<file path="src/hw/timer_pkg.sv">
// Functional notes
// - Timer function advances the count once per machine cycle of six oscillator periods.
// - Counter function samples the count pin once per machine cycle, counting falls.
// - Increment only when one sample is high and the next sample is low.
// - The new count appears in the machine cycle after the detecting one.
// - A fall needs two machine cycles, so events count at most at clock/12.
// - Source-select bit clear counts machine cycles; set counts the count pin.
// - Gate bit set: count only while gate pin high and run bit set.
// - Gate bit clear: count whenever the run bit is set.
// - Two-bit mode field selects four modes; mode 3 differs per timer.
// - Mode register: timer 1 fields in bits 7..4, timer 0 in bits 3..0.
// - Mode register resets to zero and is written only as a whole byte.
// - Run bits start and stop counting; overflow flags set by rollover, cleared by interrupt acknowledge or a control write.
// - Mode 0 is a 13-bit count, mode 1 a 16-bit count, both flagging rollover.
// - Mode 2 counts the low byte and reloads it from the high byte.
// - Mode 3: timer 1 holds; timer 0 splits, high half uses timer 1 controls.
`default_nettype none
package timer_pkg;
	localparam int unsigned MCYCLE_OSC = 6;
	// Register indices; the byte address is four times the index
	localparam logic [7:0] IDX_CONTROL = 8'h88;
	localparam logic [7:0] IDX_MODE = 8'h89;
	localparam logic [7:0] IDX_LOW0 = 8'h90;
	localparam logic [7:0] IDX_LOW1 = 8'h91;
	localparam logic [7:0] IDX_HIGH0 = 8'h92;
	localparam logic [7:0] IDX_HIGH1 = 8'h93;
	localparam logic [7:0] IDX_STATUS = 8'h94;
	localparam logic [7:0] IDX_MASK = 8'h95;
	// Mode register fields
	localparam int unsigned T1_FIELD = 4;
	localparam int unsigned T0_FIELD = 0;
	localparam int unsigned GATE_BIT = 3;
	localparam int unsigned SRC_BIT = 2;
	// Control register fields
	localparam int unsigned TF1_BIT = 7;
	localparam int unsigned TR1_BIT = 6;
	localparam int unsigned TF0_BIT = 5;
	localparam int unsigned TR0_BIT = 4;
	localparam logic [7:0] MODE_RESET = 8'h00;
	localparam logic [7:0] CONTROL_RESET = 8'h00;
	localparam logic [1:0] MASK_RESET = 2'h0;
	typedef enum logic [1:0] {MODE_13BIT, MODE_16BIT, MODE_RELOAD, MODE_SPLIT} count_mode_t;
endpackage
`default_nettype wire

</file>
<file path="src/hw/machine_cycle_gen.sv">
`default_nettype none
module machine_cycle_gen #(
	parameter int unsigned PERIOD = timer_pkg::MCYCLE_OSC
) (
	input wire logic ref_clk,
	input wire logic rst_b,
	output logic tick
);
	localparam int unsigned CW = $clog2(PERIOD);
	typedef struct packed {
		logic [CW-1:0] cnt;
		logic tick;
	} mc_state_t;
	mc_state_t st_ff;
	mc_state_t nxt_st;

	always_comb begin
		nxt_st = st_ff;
		if (st_ff.cnt == CW'(PERIOD - 1)) begin
			nxt_st.cnt = '0;
			nxt_st.tick = 1'b1;
		end else begin
			nxt_st.cnt = st_ff.cnt + CW'(1);
			nxt_st.tick = 1'b0;
		end
	end

	always_ff @(posedge ref_clk or negedge rst_b) begin
		if (!rst_b) begin
			st_ff <= '0;
		end else begin
			st_ff <= nxt_st;
		end
	end

	assign tick = st_ff.tick;
endmodule
`default_nettype wire

</file>
<file path="src/hw/pin_sampler.sv">
`default_nettype none
module pin_sampler (
	input wire logic ref_clk,
	input wire logic rst_b,
	input wire logic tick,
	input wire logic pinIn,
	output logic level,
	output logic fall
);
	typedef struct packed {
		logic sync1;
		logic sync2;
		logic samp;
		logic prev;
	} ps_state_t;
	ps_state_t st_ff;
	ps_state_t nxt_st;

	always_comb begin
		nxt_st = st_ff;
		nxt_st.sync1 = pinIn;
		nxt_st.sync2 = st_ff.sync1;
		if (tick) begin
			nxt_st.samp = st_ff.sync2;
			nxt_st.prev = st_ff.samp;
		end
	end

	always_ff @(posedge ref_clk or negedge rst_b) begin
		if (!rst_b) begin
			st_ff <= '0;
		end else begin
			st_ff <= nxt_st;
		end
	end

	assign level = st_ff.samp;
	// Held for a whole machine cycle, so the counter consumes it at the next tick
	assign fall = st_ff.prev & ~st_ff.samp;
endmodule
`default_nettype wire

</file>
<file path="src/hw/dual_timer_counter.sv">
`default_nettype none
module dual_timer_counter #(
	parameter int unsigned MCYCLE_OSC = timer_pkg::MCYCLE_OSC
) (
	input wire logic ref_clk,
	input wire logic rst_b,
	input wire logic hsel,
	input wire logic [31:0] haddr,
	input wire logic [1:0] htrans,
	input wire logic hwrite,
	input wire logic [2:0] hsize,
	input wire logic [31:0] hwdata,
	input wire logic hready,
	output logic hreadyout,
	output logic hresp,
	output logic [31:0] hrdata,
	input wire logic countPinZero,
	input wire logic countPinOne,
	input wire logic externalGatePin0,
	input wire logic externalGatePin1,
	input wire logic intAck0,
	input wire logic intAck1,
	output logic irq
);
	typedef struct packed {
		logic [7:0] modeReg;
		logic run0;
		logic run1;
		logic ovf0;
		logic ovf1;
		logic [7:0] low0;
		logic [7:0] high0;
		logic [7:0] low1;
		logic [7:0] high1;
		logic [1:0] status;
		logic [1:0] mask;
		logic irq;
		logic dWrite;
		logic rdWait;
		logic dMapped;
		logic [7:0] dIdx;
		logic [31:0] rdata;
	} tc_state_t;
	tc_state_t st_ff;
	tc_state_t nxt_st;

	logic tick;
	logic [3:0] pins;
	logic [3:0] lvl;
	logic [3:0] fal;
	timer_pkg::count_mode_t mode0;
	timer_pkg::count_mode_t mode1;
	logic gate0, gate1, src0, src1;
	logic inc0, inc1, incHi0;
	logic set0, set1;
	logic [16:0] step0, step1;
	logic [8:0] splitLo, splitHi;
	logic [15:0] cnt0, cnt1;
	logic accept, ctlWr, rdClr;
	logic [7:0] wd;
	logic [7:0] readVal;

	// One ALU for modes 0..2; result is {overflow, high, low}
	function automatic logic [16:0] countStep(input timer_pkg::count_mode_t m,
		input logic [7:0] lo, input logic [7:0] hi);
		logic [5:0] p;
		logic [8:0] h;
		logic [8:0] l;
		logic [16:0] r;
		p = {1'b0, lo[4:0]} + 6'h01;
		h = {1'b0, hi} + {8'h00, p[5]};
		l = {1'b0, lo} + 9'h001;
		r = {1'b0, hi, lo};
		unique case (m)
			timer_pkg::MODE_13BIT: begin
				// Upper three low-byte bits are left alone
				r = {h[8], h[7:0], lo[7:5], p[4:0]};
			end
			timer_pkg::MODE_16BIT: begin
				r = {1'b0, hi, lo} + 17'h00001;
			end
			timer_pkg::MODE_RELOAD: begin
				r = l[8] ? {1'b1, hi, hi} : {1'b0, hi, l[7:0]};
			end
			timer_pkg::MODE_SPLIT: begin
				r = {1'b0, hi, lo};
			end
		endcase
		return r;
	endfunction

	machine_cycle_gen #(
		.PERIOD(MCYCLE_OSC)
	) u_mcycle (
		.ref_clk(ref_clk),
		.rst_b(rst_b),
		.tick(tick)
	);

	assign pins = {externalGatePin1, externalGatePin0, countPinOne, countPinZero};

	genvar gi;
	generate
		for (gi = 0; gi < 4; gi++) begin : g_pin
			pin_sampler u_samp (
				.ref_clk(ref_clk),
				.rst_b(rst_b),
				.tick(tick),
				.pinIn(pins[gi]),
				.level(lvl[gi]),
				.fall(fal[gi])
			);
		end
	endgenerate

	assign mode0 = timer_pkg::count_mode_t'(st_ff.modeReg[timer_pkg::T0_FIELD +: 2]);
	assign mode1 = timer_pkg::count_mode_t'(st_ff.modeReg[timer_pkg::T1_FIELD +: 2]);
	assign gate0 = st_ff.modeReg[timer_pkg::T0_FIELD + timer_pkg::GATE_BIT];
	assign gate1 = st_ff.modeReg[timer_pkg::T1_FIELD + timer_pkg::GATE_BIT];
	assign src0 = st_ff.modeReg[timer_pkg::T0_FIELD + timer_pkg::SRC_BIT];
	assign src1 = st_ff.modeReg[timer_pkg::T1_FIELD + timer_pkg::SRC_BIT];

	// Pin falls were found at the previous tick, so the count moves one machine cycle later
	assign inc0 = tick & st_ff.run0 & (~gate0 | lvl[2]) & (src0 ? fal[0] : 1'b1);
	assign inc1 = tick & st_ff.run1 & (~gate1 | lvl[3]) & (src1 ? fal[1] : 1'b1)
		& (mode1 != timer_pkg::MODE_SPLIT);
	assign incHi0 = tick & st_ff.run1 & (mode0 == timer_pkg::MODE_SPLIT);

	assign step0 = countStep(mode0, st_ff.low0, st_ff.high0);
	assign step1 = countStep(mode1, st_ff.low1, st_ff.high1);
	assign splitLo = {1'b0, st_ff.low0} + 9'h001;
	assign splitHi = {1'b0, st_ff.high0} + 9'h001;
	assign set0 = inc0 & ((mode0 == timer_pkg::MODE_SPLIT) ? splitLo[8] : step0[16]);
	// A split timer 0 takes over the timer 1 flag
	assign set1 = (mode0 == timer_pkg::MODE_SPLIT) ? (incHi0 & splitHi[8]) : (inc1 & step1[16]);
	assign cnt0 = {st_ff.high0, st_ff.low0};
	assign cnt1 = {st_ff.high1, st_ff.low1};

	assign accept = hsel & htrans[1] & hready;
	assign wd = hwdata[7:0];
	assign ctlWr = st_ff.dWrite & st_ff.dMapped & (st_ff.dIdx == timer_pkg::IDX_CONTROL);
	assign rdClr = st_ff.rdWait & st_ff.dMapped & (st_ff.dIdx == timer_pkg::IDX_STATUS);

	always_comb begin
		readVal = 8'h00;
		case (st_ff.dIdx)
			timer_pkg::IDX_CONTROL: begin
				readVal[timer_pkg::TF1_BIT] = st_ff.ovf1;
				readVal[timer_pkg::TR1_BIT] = st_ff.run1;
				readVal[timer_pkg::TF0_BIT] = st_ff.ovf0;
				readVal[timer_pkg::TR0_BIT] = st_ff.run0;
			end
			timer_pkg::IDX_MODE: readVal = st_ff.modeReg;
			timer_pkg::IDX_LOW0: readVal = st_ff.low0;
			timer_pkg::IDX_LOW1: readVal = st_ff.low1;
			timer_pkg::IDX_HIGH0: readVal = st_ff.high0;
			timer_pkg::IDX_HIGH1: readVal = st_ff.high1;
			timer_pkg::IDX_STATUS: readVal = {6'h00, st_ff.status};
			timer_pkg::IDX_MASK: readVal = {6'h00, st_ff.mask};
			default: readVal = 8'h00;
		endcase
	end

	always_comb begin
		nxt_st = st_ff;
		if (inc0) begin
			if (mode0 == timer_pkg::MODE_SPLIT) begin
				nxt_st.low0 = splitLo[7:0];
			end else begin
				{nxt_st.high0, nxt_st.low0} = step0[15:0];
			end
		end
		if (incHi0) begin
			nxt_st.high0 = splitHi[7:0];
		end
		if (inc1) begin
			{nxt_st.high1, nxt_st.low1} = step1[15:0];
		end
		// A software write to a count byte wins over a count in the same cycle
		if (st_ff.dWrite && st_ff.dMapped) begin
			case (st_ff.dIdx)
				timer_pkg::IDX_MODE: nxt_st.modeReg = wd;
				timer_pkg::IDX_CONTROL: begin
					nxt_st.run1 = wd[timer_pkg::TR1_BIT];
					nxt_st.run0 = wd[timer_pkg::TR0_BIT];
				end
				timer_pkg::IDX_LOW0: nxt_st.low0 = wd;
				timer_pkg::IDX_LOW1: nxt_st.low1 = wd;
				timer_pkg::IDX_HIGH0: nxt_st.high0 = wd;
				timer_pkg::IDX_HIGH1: nxt_st.high1 = wd;
				timer_pkg::IDX_MASK: nxt_st.mask = wd[1:0];
				default: nxt_st.mask = st_ff.mask;
			endcase
		end
		// Rollover sets win over any clear in the same cycle
		nxt_st.ovf0 = (ctlWr ? wd[timer_pkg::TF0_BIT] : (st_ff.ovf0 & ~intAck0)) | set0;
		nxt_st.ovf1 = (ctlWr ? wd[timer_pkg::TF1_BIT] : (st_ff.ovf1 & ~intAck1)) | set1;
		nxt_st.status = (rdClr ? 2'b00 : st_ff.status) | {set1, set0};
		nxt_st.irq = |(nxt_st.status & nxt_st.mask);
		// Reads take one wait state so a write just before is already visible
		if (st_ff.rdWait) begin
			nxt_st.rdata = st_ff.dMapped ? {24'h000000, readVal} : 32'h00000000;
		end
		nxt_st.dWrite = accept & hwrite;
		nxt_st.rdWait = accept & ~hwrite;
		if (accept) begin
			nxt_st.dIdx = haddr[9:2];
			nxt_st.dMapped = (haddr[31:10] == 22'h000000);
		end
	end

	always_ff @(posedge ref_clk or negedge rst_b) begin
		if (!rst_b) begin
			st_ff <= '0;
		end else begin
			st_ff <= nxt_st;
		end
	end

	assign hreadyout = ~st_ff.rdWait;
	assign hresp = 1'b0;
	assign hrdata = st_ff.rdata;
	assign irq = st_ff.irq;
endmodule
`default_nettype wire

</file>
<file path="config.mk">
export PLATFORM = sky130hd
export DESIGN_NAME = dual_timer_counter
export DESIGN_NICKNAME = d
export VERILOG_FILES = /design/src/hw/timer_pkg.sv /design/src/hw/machine_cycle_gen.sv /design/src/hw/pin_sampler.sv /design/src/hw/dual_timer_counter.sv
export SDC_FILE = /design/constraint.sdc
export NUM_CORES = 1
export LEC_CHECK = 0
export BUFFER_PORTS_ARGS = -buffer_cell sky130_fd_sc_hd__buf_2
export CAP_MARGIN = 20
export CORE_ASPECT_RATIO = 0.7
export CORE_UTILIZATION = 40
export CTS_CLUSTER_DIAMETER = 40
export DETAILED_ROUTE_END_ITERATION = 16
export PLACE_DENSITY = 0.64
export SETUP_SLACK_MARGIN = 0.5
export SLEW_MARGIN = 20
export SYNTH_ARGS = -nofsm -noshare
export SYNTH_HDL_FRONTEND = slang
export SYNTH_SLANG_ARGS = --single-unit
</file>
<file path="constraint.sdc">
create_clock -name ref_clk -period 3.47 [get_ports ref_clk]
set_input_delay 0.1735 -clock ref_clk [delete_from_list [all_inputs] [get_ports ref_clk]]
set_output_delay 0.1735 -clock ref_clk [all_outputs]
set_load 0.05 [all_outputs]
</file>
==> Implementation_results.wiki <==
{| class="wikitable"
! Metric !! Value
|-
| Synth cell count leaders || dfrtp_1 (86), nand2_1 (63), nor2_1 (42), a21oi_1 (37), o21ai_0 (36)
|-
| Category of the worst setup path launch point || flop
|-
| Area share of the leading cell type in the synthesized netlist || 0.363
|-
| Startpoint-to-endpoint class of the critical path || reg -> reg
|-
| Max_slew headroom || 0.445
|-
| Final hold violation count || 0
|-
| Cell breakdown of the critical path || inv_1, ha_1, or2_2, nor2_1, nand2_1, a221oi_1, o22ai_1
|-
| Area growth, synth to finish || 9.40%
|-
| Layout net count || 784
|-
| Flops & latches, synth || 86
|-
| Cell row count || 36
|-
| Max Slew Vio Count || 0
|-
| Initial Util || 0.418
|-
| Buffering stage count on the worst path with inverters included || 1
|-
| Remaining routing DRC violations || 0
|-
| Skew-Pair Late Insertion Delay || 350 ps
|-
| Cell type of the slowest stage on the worst timing path || ha_1
|-
| Clock Skew || 12.9 ps
|-
| Ratio of cells with drive above 1 in the final layout || 0.185
|-
| Critical path capture point type || flop
|-
| IO Port Bufs || 59
|-
| Total Routing Usage GR || 0.242
|-
| # setup viols final || 0
|-
| Number of gates given a new drive strength after cts || 0
|-
| Synthesized area || 5930 sq um
|-
| Total length of routed wires || 17900 microns
|-
| Post CTS Setup Buffer Count || 0
|-
| Warning count from the yosys run || 0
|-
| Part of the Yosys area used for sequential elements || 0.363
|-
| Number of filler instances in the final layout || 1352
|-
| Via count || 5525
|-
| Largest cells by area after synthesis || dfrtp_1 (36%), mux2_2 (5.1%), buf_4 (4.4%)
|-
| Most instantiated library cell after synthesis || dfrtp_1
|-
| Post-route standard cell area excluding fillers || 6480 sq um
|-
| Antenna Diode Count || 0
|-
| CTS tree || built
|-
| Async S/R FF share, synth || 1.00
|-
| Hold crit path type || in -> reg
|-
| Wire per inst || 20.1 microns
|-
| DR iter-0 viols || 728
|-
| Outcome || finished clean
|-
| Delay of the slowest cell on the worst path || 550 ps
|-
| Final weighted congestion of routability-driven global placement || 0.931
|-
| Die area || 15300 sq um
|-
| Antenna violations before repair || 0
|-
| DP Area || 6130 sq um
|-
| Total power divided by cell area || 367 nW/um^2
|-
| Reported leakage power || 0.00265 uW
|-
| Core area || 14200 sq um
|-
| Cell type group with the largest total delay on the critical path || simple AND/OR/NAND/NOR gates
|-
| Worst IR Drop VDD || 0.221 mV
|-
| Final cycle utilization of the critical path || 0.763
|-
| Count of flip-flops with a built-in enable after synthesis || 0
|-
| Die outline height || 104 microns
|-
| Avg Vias per Cell || 6.20
|-
| Number of iterations in the first detailed-routing pass || 8
|-
| Clock-pin slew reported for the worst setup and hold paths after clock tree synthesis || 70 ps
|-
| Leftover overflow at the end of global routing || 0
|-
| Critical path data arrival time || 2870 ps
|-
| Synthesized instance count || 669
|-
| MaxCap Viol Count || 0
|-
| Total I/O pin count || 115
|-
| Slew @ Worst Pin || 826 ps
|-
| Post-route minimum period || 2650 ps
|-
| Avg Synthesized Cell Area || 8.86 sq um
|-
| Achievable Freq || 378 MHz
|-
| Leading area contributor after synthesis || dfrtp_1
|-
| Placed wire-length estimate || 12900 microns
|-
| Crit path required time || 3690 ps
|-
| Num CTS Buffers || 9
|-
| Via count of the first global-routing pass || 5252
|-
| Remaining antenna violation count after routing || 0
|-
| Horizontal die dimension || 147 microns
|-
| Level count of the clock H-tree || 3
|-
| Flop-to-flop setup slack || 820 ps
|-
| Library cells used by synthesis || 78
|-
| Most common flop cell mapped by yosys || dfrtp_1
|-
| CTS Sinks || 86
|-
| First-pass GRT wire length || 28600 microns
|-
| Buffer cell driving the clock tree root || clkbuf_16
|-
| Unrepaired setup endpoints after global routing || false
|-
| Clock buffer depth || 2
|-
| Setup TNS || 0 ps
|-
| Critical path fanouts, max || 19
|-
| Largest net degree at the start of global routing || 56
|}
-- cell type report --
| type | instances | area [sq um] | share of cell area |
|---|---|---|---|
| inverter | 20 | 75.1 | 0.0116 |
| tap | 190 | 238 | 0.0367 |
| timing repair buffer | 72 | 410 | 0.0633 |
| clock buffer | 10 | 239 | 0.0369 |
| multi-input combinational | 507 | 3320 | 0.511 |
| clock inverter | 6 | 52.6 | 0.00811 |
| sequential | 86 | 2150 | 0.332 |
-- sequential cells by signal, indices dropped and copies added, names as in the netlist --
signal               count
cnt1                    16
gate1                    1
st_ff                   19
mode0                    2
src1                     1
u_mcycle.tick            1
g_pin.u_samp.st_ff       6
src0                     1
g_pin.u_samp.nxt_st      4
irq                      1
cnt0                    16
gate0                    1
mode1                    2
g_pin.u_samp.level       4
u_mcycle.st_ff           3
hrdata                   8
-- path summary, 6_finish.rpt --
check	endpoint	depth (start not counted)	start
max in group asynchronous	st_ff[83]	3	rst_b
worst min-delay path	st_ff[32]	2	haddr[2]
worst min register to register	g_pin[1].u_samp.st_ff[2]	0	g_pin[1].u_samp.nxt_st[2]
worst max-delay path	cnt0[1]	7	mode0[0]
min in group asynchronous	cnt0[5]	2	rst_b
worst max register to register	cnt0[1]	7	mode0[0]
-- power by group --
part           switching, uW  leakage [uW]  total [uW]  internal [uW]
Sequential              62.6       0.00101        1100           1030
Combinational            200       0.00150         305            105
Clock                    458      0.000137         974            516
Total                    721       0.00265        2380           1650
-- through the flow --
stage	utilization	hold slack [ps]	setup WS (ps)	total power [uW]	std cells
floorplan	-	-122	1480	1340	693
global placement	0.432	273	1060	1400	869
detailed placement	0.432	284	985	1410	869
CTS	0.457	39.5	967	2380	891
global route	0.457	45.1	664	2450	891
finish	0.457	46.4	821	2380	891
-- kinds of logic after synthesis --
kind of cell | count (synthesis) | synth area share
flip-flops | 86 | 0.363
AO/OA/AOI/OAI | 189 | 0.222
multiplexers | 39 | 0.0737
other | 1 | 0.000633
XOR/XNOR | 17 | 0.0251
adder cells (fa/ha/maj) | 8 | 0.0169
AND/OR/NAND/NOR | 229 | 0.206
buffers and inverters | 100 | 0.0925
-- layer usage --
layer,share of wire,GRT usage
met5,0,0
met2,0.40,0.327
met1,0.46,0.366
met3,0.13,0.0700
met4,0.014,0.0670
-- layout by cell type, fill, tap and decap left out, types with 9 or more instances in the layout --
cell type  synthesis  final
dfrtp_1           86     86
nand2_1           63     63
buf_2             14     58
nor2_1            42     42
a21oi_1           37     37
o21ai_0           36     36
mux2_2            27     27
conb_1             1     25
nand3_1           24     24
inv_1             19     19
o2bb2ai_1         15     15
nor3_1            15     15
a31oi_1           13     13
nand4_1           13     13
mux2i_1           11     11
and3_1            10     10
xnor2_1            9      9
clkbuf_16          0      9
-- repair_timing --
action                     CTS  global route
hold endpoints to repair    59             0
hold buffers                 6             0
setup endpoints to repair    0             0
Power figures use the tool's default switching activity.
